## src/verilog/umcs_params.svh

```systemverilog
// Constants of the modem control and status block: offsets, fields, resets
//
// Contract
// - Status bit 6 reads one while the active-low ring input is low.
// - A ring input going low to high since the last status read sets bit 2.
// - Status bit 5 reads one while the active-low set-ready input is low.
// - Any change of the set-ready input since the last status read sets bit 1.
// - Status bit 7 reads one while the active-low carrier input is low.
// - Any change of the carrier input since the last status read sets bit 3.
// - With enable bit 3 set, a change of a modem input raises the interrupt.
// - The terminal-ready output follows control bit 0, active low.
// - The request-to-send output follows control bit 1, active low.
// - Reset leaves the request-to-send output high, inactive.
// - Loopback forces the request-to-send output inactive.
// - Reset and loopback leave the terminal-ready output inactive.
// - Status bit 4 is the inverted send-clear input; its change sets bit 0.
`ifndef UMCS_PARAMS_SVH
`define UMCS_PARAMS_SVH

// ==========================================================================
// Register indices, byte address is four times the index
`define UMCS_IDX_IER      4'h1
`define UMCS_IDX_MCR      4'h4
`define UMCS_IDX_MSR      4'h6
`define UMCS_IDX_SCR      4'h7
`define UMCS_IDX_EVT_STAT 4'h8
`define UMCS_IDX_EVT_CLR  4'h9
`define UMCS_IDX_EVT_EN   4'ha

// ==========================================================================
// Field positions
`define UMCS_MCR_DTR      0
`define UMCS_MCR_RTS      1
`define UMCS_MCR_OUT1     2
`define UMCS_MCR_OUT2     3
`define UMCS_MCR_LOOP     4
`define UMCS_IER_MSI      3
`define UMCS_LINE_CTS     0
`define UMCS_LINE_DSR     1
`define UMCS_LINE_RI      2
`define UMCS_LINE_DCD     3

// ==========================================================================
// Reset values and fixed masks
`define UMCS_MCR_RST      5'h00
`define UMCS_IER_RST      4'h0
`define UMCS_SCR_RST      8'h00
`define UMCS_EVT_RST      4'h0
`define UMCS_TRAIL_ONLY   4'h4

`endif

```

## src/verilog/umcs_pkg.sv

```systemverilog
// Types and decode helpers of the modem control and status block
package umcs_pkg;

  typedef logic [31:0] umcs_word_t;
  typedef logic [5:0]  umcs_addr_t;
  typedef logic [3:0]  umcs_idx_t;
  typedef logic [3:0]  umcs_mdm_t;

  // Bus handshake phases
  typedef enum logic [0:0] {
    UMCS_BUS_IDLE,
    UMCS_BUS_ANSWER
  } umcs_bus_st_t;

  // Word-aligned register hit, byte lane bits are ignored
  function automatic logic umcs_hit(umcs_addr_t addr, umcs_idx_t idx);
    return (addr[5:2] == idx);
  endfunction

endpackage

```

## src/verilog/umcs_modem.sv

```systemverilog
// Modem handshake control and status with an Avalon-MM register slave
//
// Implementation choices: the register offsets and the Avalon-MM slave port.
`timescale 1ns/100ps
`include "umcs_params.svh"
module umcs_modem (
  input  wire logic                core_clk_i,
  input  wire logic                arst_n_i,
  input  wire umcs_pkg::umcs_addr_t avs_address_i,
  input  wire logic                avs_read_i,
  input  wire logic                avs_write_i,
  input  wire umcs_pkg::umcs_word_t avs_writedata_i,
  input  wire logic [3:0]          avs_byteenable_i,
  output umcs_pkg::umcs_word_t     avs_readdata_o,
  output logic                     avs_waitrequest_o,
  output logic                     irq_o,
  input  wire logic                clear_to_send_n_i,
  input  wire logic                data_set_ready_n_i,
  input  wire logic                ring_indicator_n_i,
  input  wire logic                carrier_detect_n_i,
  output logic                     terminal_ready_n_o,
  output logic                     request_to_send_n_o
);
  import umcs_pkg::*;

  // ========================================================================
  // Declarations
  umcs_bus_st_t bus_st_r;
  logic         wait_r;
  umcs_word_t   rdata_r;
  umcs_mdm_t    rd_snap_r;
  logic [4:0]   modem_control_reg_r;
  logic [3:0]   ier_r;
  logic [7:0]   scratch_r;
  umcs_mdm_t    evt_stat_r;
  umcs_mdm_t    evt_en_r;
  logic         irq_r;
  logic         dtr_n_r;
  logic         rts_n_r;
  logic         ring_prev_r;
  logic         ring_primed_r;
  logic         ring_lead_r;
  logic         ring_lead;

  logic         bus_req;
  logic         accept;
  logic         wr_lane0;
  logic         rd_msr;
  umcs_mdm_t    pin_level;
  umcs_mdm_t    loop_level;
  umcs_mdm_t    mdm_level;
  umcs_mdm_t    delta;
  umcs_mdm_t    change;
  umcs_mdm_t    delta_clr;
  umcs_mdm_t    evt_clr;
  logic [7:0]   modem_status_reg;
  logic         loop_on;

  // ========================================================================
  // Register write and read strobes
  // A request is taken at the edge where waitrequest is seen low
  assign bus_req  = avs_read_i | avs_write_i;
  assign accept   = bus_req & (bus_st_r == UMCS_BUS_ANSWER);
  assign wr_lane0 = accept & avs_write_i & avs_byteenable_i[0];
  assign rd_msr   = accept & avs_read_i
                  & umcs_hit(avs_address_i, `UMCS_IDX_MSR);

  // Write-one-to-clear of the event status, lane 0 only
  assign evt_clr = (wr_lane0 & umcs_hit(avs_address_i, `UMCS_IDX_EVT_CLR))
                 ? avs_writedata_i[3:0] : 4'h0;

  // Only the change bits that software actually saw are cleared, so a
  // change landing between the data capture and the taking edge survives
  assign delta_clr = rd_msr ? rd_snap_r : 4'h0;

  // ========================================================================
  // Modem line levels, asserted high
  assign loop_on = modem_control_reg_r[`UMCS_MCR_LOOP];

  // Pins are active low, status shows them inverted
  always_comb
  begin
    pin_level                  = '0;
    pin_level[`UMCS_LINE_CTS]  = ~clear_to_send_n_i;
    pin_level[`UMCS_LINE_DSR]  = ~data_set_ready_n_i;
    pin_level[`UMCS_LINE_RI]   = ~ring_indicator_n_i;
    pin_level[`UMCS_LINE_DCD]  = ~carrier_detect_n_i;
  end

  // In loopback the control bits feed the status lines instead of the pins
  always_comb
  begin
    loop_level                 = '0;
    loop_level[`UMCS_LINE_CTS] = modem_control_reg_r[`UMCS_MCR_RTS];
    loop_level[`UMCS_LINE_DSR] = modem_control_reg_r[`UMCS_MCR_DTR];
    loop_level[`UMCS_LINE_RI]  = modem_control_reg_r[`UMCS_MCR_OUT1];
    loop_level[`UMCS_LINE_DCD] = modem_control_reg_r[`UMCS_MCR_OUT2];
  end

  assign mdm_level = loop_on ? loop_level : pin_level;

  // ========================================================================
  // Change detection
  // Ring flags only on its trailing edge, the others on any edge
  umcs_delta u_delta (
    .core_clk_i   (core_clk_i),
    .arst_n_i     (arst_n_i),
    .level_i      (mdm_level),
    .trail_only_i (`UMCS_TRAIL_ONLY),
    .clear_i      (delta_clr),
    .delta_o      (delta),
    .change_o     (change)
  );

  // Upper nibble live line states, lower nibble sticky change bits
  assign modem_status_reg = {mdm_level, delta};

  // ========================================================================
  // Ring leading edge
  // The ring change bit flags only the trailing edge, yet a ring that
  // starts must still interrupt; this flag holds that edge until the
  // next status read, which drops it like the change bits
  assign ring_lead = ring_primed_r & mdm_level[`UMCS_LINE_RI] & ~ring_prev_r;

  // History skips the first cycle so a ring held through reset is no edge
  always_ff @(posedge core_clk_i or negedge arst_n_i)
  begin
    if (!arst_n_i)
    begin
      ring_prev_r   <= 1'b0;
      ring_primed_r <= 1'b0;
    end
    else
    begin
      ring_prev_r   <= mdm_level[`UMCS_LINE_RI];
      ring_primed_r <= 1'b1;
    end
  end

  // A new leading edge beats a status read in the same cycle
  always_ff @(posedge core_clk_i or negedge arst_n_i)
  begin
    if (!arst_n_i)
      ring_lead_r <= 1'b0;
    else
      ring_lead_r <= (ring_lead_r & ~rd_msr) | ring_lead;
  end

  // ========================================================================
  // Read data selection
  function automatic umcs_word_t read_value(umcs_addr_t addr);
    umcs_word_t v;
    v = '0;
    if (umcs_hit(addr, `UMCS_IDX_IER))
      v[3:0] = ier_r;
    else if (umcs_hit(addr, `UMCS_IDX_MCR))
      v[4:0] = modem_control_reg_r;
    else if (umcs_hit(addr, `UMCS_IDX_MSR))
      v[7:0] = modem_status_reg;
    else if (umcs_hit(addr, `UMCS_IDX_SCR))
      v[7:0] = scratch_r;
    else if (umcs_hit(addr, `UMCS_IDX_EVT_STAT))
      v[3:0] = evt_stat_r;
    else if (umcs_hit(addr, `UMCS_IDX_EVT_EN))
      v[3:0] = evt_en_r;
    return v;
  endfunction

  // ========================================================================
  // Avalon-MM handshake
  // Fixed one wait cycle: data is prepared in the idle cycle, waitrequest
  // drops for exactly one cycle, and the request is taken at that edge
  always_ff @(posedge core_clk_i or negedge arst_n_i)
  begin
    if (!arst_n_i)
    begin
      bus_st_r <= UMCS_BUS_IDLE;
      wait_r   <= 1'b1;
    end
    else
    begin
      case (bus_st_r)
        UMCS_BUS_IDLE:
        begin
          if (bus_req)
          begin
            bus_st_r <= UMCS_BUS_ANSWER;
            wait_r   <= 1'b0;
          end
        end
        UMCS_BUS_ANSWER:
        begin
          bus_st_r <= UMCS_BUS_IDLE;
          wait_r   <= 1'b1;
        end
        default:
        begin
          bus_st_r <= UMCS_BUS_IDLE;
          wait_r   <= 1'b1;
        end
      endcase
    end
  end

  // Read data and the change bits it reports, held through the answer
  always_ff @(posedge core_clk_i or negedge arst_n_i)
  begin
    if (!arst_n_i)
    begin
      rdata_r   <= '0;
      rd_snap_r <= '0;
    end
    else if ((bus_st_r == UMCS_BUS_IDLE) && avs_read_i)
    begin
      rdata_r   <= read_value(avs_address_i);
      rd_snap_r <= delta;
    end
    else if (bus_st_r == UMCS_BUS_IDLE)
    begin
      rdata_r   <= '0; // Idle and write answers read as zero
      rd_snap_r <= '0;
    end
  end

  // ========================================================================
  // Control registers
  // Modem control register, only the low five bits are implemented
  always_ff @(posedge core_clk_i or negedge arst_n_i)
  begin
    if (!arst_n_i)
      modem_control_reg_r <= `UMCS_MCR_RST;
    else if (wr_lane0 && umcs_hit(avs_address_i, `UMCS_IDX_MCR))
      modem_control_reg_r <= avs_writedata_i[4:0];
  end

  // Interrupt enable, bit 3 gates the modem status interrupt
  always_ff @(posedge core_clk_i or negedge arst_n_i)
  begin
    if (!arst_n_i)
      ier_r <= `UMCS_IER_RST;
    else if (wr_lane0 && umcs_hit(avs_address_i, `UMCS_IDX_IER))
      ier_r <= avs_writedata_i[3:0];
  end

  // Scratch byte, no side effects
  always_ff @(posedge core_clk_i or negedge arst_n_i)
  begin
    if (!arst_n_i)
      scratch_r <= `UMCS_SCR_RST;
    else if (wr_lane0 && umcs_hit(avs_address_i, `UMCS_IDX_SCR))
      scratch_r <= avs_writedata_i[7:0];
  end

  // ========================================================================
  // Event status, enable and interrupt
  // Event bits share the change-bit layout; a set beats a clear
  always_ff @(posedge core_clk_i or negedge arst_n_i)
  begin
    if (!arst_n_i)
      evt_stat_r <= `UMCS_EVT_RST;
    else
      evt_stat_r <= (evt_stat_r & ~evt_clr) | change;
  end

  always_ff @(posedge core_clk_i or negedge arst_n_i)
  begin
    if (!arst_n_i)
      evt_en_r <= `UMCS_EVT_RST;
    else if (wr_lane0 && umcs_hit(avs_address_i, `UMCS_IDX_EVT_EN))
      evt_en_r <= avs_writedata_i[3:0];
  end

  // Level interrupt; the classic path follows the change bits so a status
  // read drops it, the event path needs an explicit clear
  always_ff @(posedge core_clk_i or negedge arst_n_i)
  begin
    if (!arst_n_i)
      irq_r <= 1'b0;
    else
      irq_r <= (ier_r[`UMCS_IER_MSI] & ((|delta) | ring_lead_r))
             | (|(evt_stat_r & evt_en_r));
  end

  // ========================================================================
  // Modem control outputs
  // Outputs lag a control write by one cycle; loopback parks both high
  always_ff @(posedge core_clk_i or negedge arst_n_i)
  begin
    if (!arst_n_i)
    begin
      dtr_n_r <= 1'b1;
      rts_n_r <= 1'b1;
    end
    else
    begin
      dtr_n_r <= ~modem_control_reg_r[`UMCS_MCR_DTR] | loop_on;
      rts_n_r <= ~modem_control_reg_r[`UMCS_MCR_RTS] | loop_on;
    end
  end

  // ========================================================================
  // Port assignments, all from flip-flops
  assign avs_readdata_o      = rdata_r;
  assign avs_waitrequest_o   = wait_r;
  assign irq_o               = irq_r;
  assign terminal_ready_n_o  = dtr_n_r;
  assign request_to_send_n_o = rts_n_r;

endmodule // umcs_modem

```

## src/verilog/umcs_delta.sv

```systemverilog
// Change detector and sticky change bits of the four modem lines
`timescale 1ns/100ps
`include "umcs_params.svh"
module umcs_delta (
  input  wire logic              core_clk_i,
  input  wire logic              arst_n_i,
  input  wire umcs_pkg::umcs_mdm_t level_i,
  input  wire umcs_pkg::umcs_mdm_t trail_only_i,
  input  wire umcs_pkg::umcs_mdm_t clear_i,
  output umcs_pkg::umcs_mdm_t    delta_o,
  output umcs_pkg::umcs_mdm_t    change_o
);
  import umcs_pkg::*;

  umcs_mdm_t prev_r;
  umcs_mdm_t delta_r;
  logic      primed_r;

  // ========================================================================
  // Edge detection
  // Lines marked trail-only flag only when an asserted line lets go
  always_comb
  begin
    change_o = '0;
    if (primed_r)
    begin
      change_o = ((prev_r ^ level_i) & ~trail_only_i)
               | (prev_r & ~level_i & trail_only_i);
    end
  end

  // First cycle after release only loads the history, so a line held
  // asserted through reset does not look like a change
  always_ff @(posedge core_clk_i or negedge arst_n_i)
  begin
    if (!arst_n_i)
    begin
      prev_r   <= '0;
      primed_r <= 1'b0;
    end
    else
    begin
      prev_r   <= level_i;
      primed_r <= 1'b1;
    end
  end

  // Sticky change bits, a new change beats a clear in the same cycle
  always_ff @(posedge core_clk_i or negedge arst_n_i)
  begin
    if (!arst_n_i)
      delta_r <= '0;
    else
      delta_r <= (delta_r & ~clear_i) | change_o;
  end

  assign delta_o = delta_r;

endmodule // umcs_delta

```

## config.mk

```make
export PLATFORM = sky130hd
export DESIGN_NAME = umcs_modem
export DESIGN_NICKNAME = d
export VERILOG_FILES = /design/src/verilog/umcs_pkg.sv /design/src/verilog/umcs_modem.sv /design/src/verilog/umcs_delta.sv
export VERILOG_INCLUDE_DIRS = /design/src /design/src/verilog
export SDC_FILE = /design/constraint.sdc
export NUM_CORES = 1
export LEC_CHECK = 0
export BUFFER_PORTS_ARGS = -buffer_cell sky130_fd_sc_hd__buf_2
export CAP_MARGIN = 20
export CORE_AREA = 3 3 105 107
export DETAILED_ROUTE_END_ITERATION = 10
export DIE_AREA = 0 0 108 110
export SYNTH_ARGS = -nofsm -noshare
export SYNTH_HDL_FRONTEND = slang
export SYNTH_SLANG_ARGS = --single-unit
```

## constraint.sdc

```tcl
create_clock -name core_clk_i -period 1.72 [get_ports core_clk_i]
set_input_delay 0.344 -clock core_clk_i [delete_from_list [all_inputs] [get_ports core_clk_i]]
set_output_delay 0.344 -clock core_clk_i [all_outputs]
set_load 0.01 [all_outputs]
```

==> impl_metrics.yaml <==
worst_setup_path:
  timing.rr.start: "bus_st_r"
  crit_buf_inv: 0
  cp.arrival_ns: 1.66
  path_class: "reg -> reg"
  ff2ff_path_depth: 3
  path_max_fanout: 5
  end_kind: "flop"
  crit_family: "simple AND/OR/NAND/NOR gates"
  slowest_stage: "and2b_1"
  reg2reg_slack_ns: 0.24
  slowest_delay_ns: 0.41
  cp-start-kind: "flop"
  required_ns: 1.91
  crit_chain: "nand3_2 > and2b_1 > mux2_2"
  r2r-end: "modem_control_reg_r[0]"
pwr:
  power_switching_mw: 0.744
  p_comb_share_pct: 17.2
  p_int_mw: 2.02
  seqPwrFrac_pct: 53.1
  p_per_area_nw_per_um2: 902
  power_switching_share_pct: 26.9
  vdd_drop_max_mv: 0.372
  p_clk_share_pct: 29.7
  power.total_mw: 2.76
  p_leak_nw: 1.45
floorplan:
  std_cell_rows: 37
  initial_core_util_pct: 25.7
  core_um2: 10200
  ios: 86
  dieArea_um2: 11900
  die_y_um: 110
  dieWidth_um: 108
finish:
  areaGrowthSynthToFinish_pct: 16.2
  layout.cells.non_filler: 409
  layout.nets: 322
  drive_gt1_share_pct: 31.5
  utilization_pct: 29.9
  final_area_um2: 3060
  fillers: 1077
  n_antenna_cell: 0
global_route:
  grt_pass1_vias: 1836
  grt_max_degree: 27
  antenna_found_initial: 0
  grt_pass1_wl_um: 9720
  grt_use_total_pct: 10.7
  grt-ovfl-total: 0
status:
  status: "complete, no violations"
hold_path:
  whs_path_depth: 2
  hold_path_end: "scratch_r[7]"
  min-delay-start: "avs_writedata_i[7]"
  hold_path.class: "in -> reg"
timing:
  fin_hold_ws_ns: 0.269
  finalMaxSlewViolations: 0
  fin_skew_ns: 0.00923
  fmax_mhz: 677
  hold_viol: 0
  setup_viol: 0
  worst_slack_ns: 0.244
  min_period_ns: 1.48
  setup_tns_ns: 0
  min_period_over_period_pct: 85.8
  rsz0062_at_grt: "false"
logic_synthesis:
  ys_warn_count: 0
  postSynth.asyncResetShare_pct: 100
  syn_area_um2: 2630
  ys_ff_latch: 52
  synthFlopType: "dfrtp_1"
  ys_types: 45
  synth_edf_count: 0
  ys_seq_area_share_pct: 49.5
  avgSynthCellArea_um2: 11.5
  syn_inst: 229
cts:
  htreeDepth: 2
  cts_resized: 0
  cts_buffers: 5
  clkSlewWorstSetupHoldPaths_ns: 0.09
  cts_max_path_buffers: 2
  clk_latency_ns: 0.30
  clock_sinks: 52
  cts_root_buf: "clkbuf_8"
  cts_tree: "done"
placed_design:
  hpwl_um: 4810
  dp_slack_ns: 0.0365
  place_area_um2: 2950
  place_inst: 400
  io_buffer_count: 32
  gp_congestion: 0.839
detailed_routing:
  postRouteWirelength_um: 6010
  drt_iter0_drc: 122
  via_per_inst: 4.45
  drc: 0
  vias: 1822
  wl_per_cell_um: 14.7
  ant_nets: 0
  drt_first_pass_iters: 4
job:
  drv_cap: 0
-- sequential cells by signal (all words and copies together), names as in the netlist --
register and count:
ring_lead_r 1, request_to_send_n_o 1, avs_waitrequest_o 1, modem_control_reg_r 5
u_delta.primed_r 1, avs_readdata_o 8, evt_en_r 4, terminal_ready_n_o 1
evt_stat_r 4, ier_r 4, irq_o 1, u_delta.delta_o 4
bus_st_r 1, u_delta.prev_r 4, rd_snap_r 4, scratch_r 8
-- logic make-up (layout without fill, tap and decap cells) --
kind of cell	Yosys count	after routing	share of synthesized area, %
buf+inv	47	68	10.9
xor+xnor	4	4	1.33
compound gates	45	45	13.1
simple gates	50	50	12.8
other cells	2	25	0.285
mux	29	29	12.0
flops	52	52	49.5
-- cell usage in the layout, fill, tap and decap left out, types with 2 or more instances in the layout --
master / n
a32o_1: 2
conb_1: 25
dfstp_2: 3
buf_4: 13
dfrtp_1: 49
nand3_1: 3
buf_2: 32
mux2i_1: 8
nor2b_1: 3
o21ai_0: 6
a31oi_1: 2
a22oi_1: 6
a22o_1: 17
clkbuf_8: 5
nor4b_1: 2
clkbuf_1: 2
xnor2_1: 4
nor3_4: 2
buf_12: 2
nand2b_1: 5
inv_1: 11
nor2_1: 2
nand2_1: 20
a21o_1: 4
mux2_2: 21
a21oi_1: 2
o22ai_1: 2
-- metal layers --
| metal | GRT usage, % | vias up | part of all wire [%] |
|---|---|---|---|
| met5 | 0 | - | 0 |
| met4 | 3.34 | 0 | 1.5 |
| met3 | 2.27 | 9 | 4.2 |
| met2 | 18.7 | 49 | 51 |
| met1 | 13.1 | 921 | 43 |
| li1 | - | 843 | - |
-- layout make-up --
cell class / instances / area (um2) / area share, %
clock buffers: 7 / 76.3 / 2.49
clock inverters: 1 / 30.0 / 0.981
well taps: 136 / 170 / 5.56
flip-flops and latches: 52 / 1310 / 42.6
repair buffers: 48 / 308 / 10.1
multi-input cells: 153 / 1130 / 36.8
inverters: 12 / 45.0 / 1.47
-- worst register-to-register path: stages, from the launching register on --
cell and delay [ns]:
dfrtp_1 0.38, nand3_2 0.21, and2b_1 0.41, mux2_2 0.36
-- synthesized netlist by cell type (5+ instances only) --
| master | n | share of area (%) |
|---|---|---|
| nand2b_1 | 5 | 1.2 |
| buf_2 | 5 | 0.95 |
| o21ai_0 | 6 | 1.1 |
| mux2i_1 | 8 | 3.0 |
| nand2_1 | 20 | 2.9 |
| a22oi_1 | 6 | 1.7 |
| buf_4 | 24 | 6.8 |
| dfrtp_1 | 49 | 47 |
| mux2_2 | 21 | 9.0 |
| a22o_1 | 17 | 5.7 |
| inv_1 | 11 | 1.6 |
-- power by group through the flow --
stage | Clock, mW | Sequential [mW] | Combinational [mW]
3_5_place_dp | 0 | 1.49 | 0.478
6_report | 0.821 | 1.47 | 0.475
5_1_grt | 0.899 | 1.48 | 0.529
3_3_place_gp | 0 | 1.49 | 0.464
4_1_cts | 0.849 | 1.47 | 0.480
2_1_floorplan | 0 | 1.46 | 0.337
-- worst max-delay path by stage --
stage | cells past startpoint | slack [ns] | from | endpoint
final | 3 | 0.24 | bus_st_r | modem_control_reg_r[0]
after detailed placement | 4 | 0.04 | avs_address_i[5] | ier_r[2]
after global placement | 5 | 0.03 | avs_address_i[2] | ier_r[1]
after global routing | 4 | 0.1 | bus_st_r | evt_stat_r[2]
after floorplan | 5 | 0.15 | avs_address_i[2] | ier_r[0]
after CTS | 4 | 0.22 | bus_st_r | evt_stat_r[2]
-- what timing repair did --
action / in CTS / in global routing
endpoints found under the hold margin: 15 / 0
hold buffers: 1 / 0
setup buffers: 0 / 0
No activity file was read; power rests on OpenSTA's default activity.
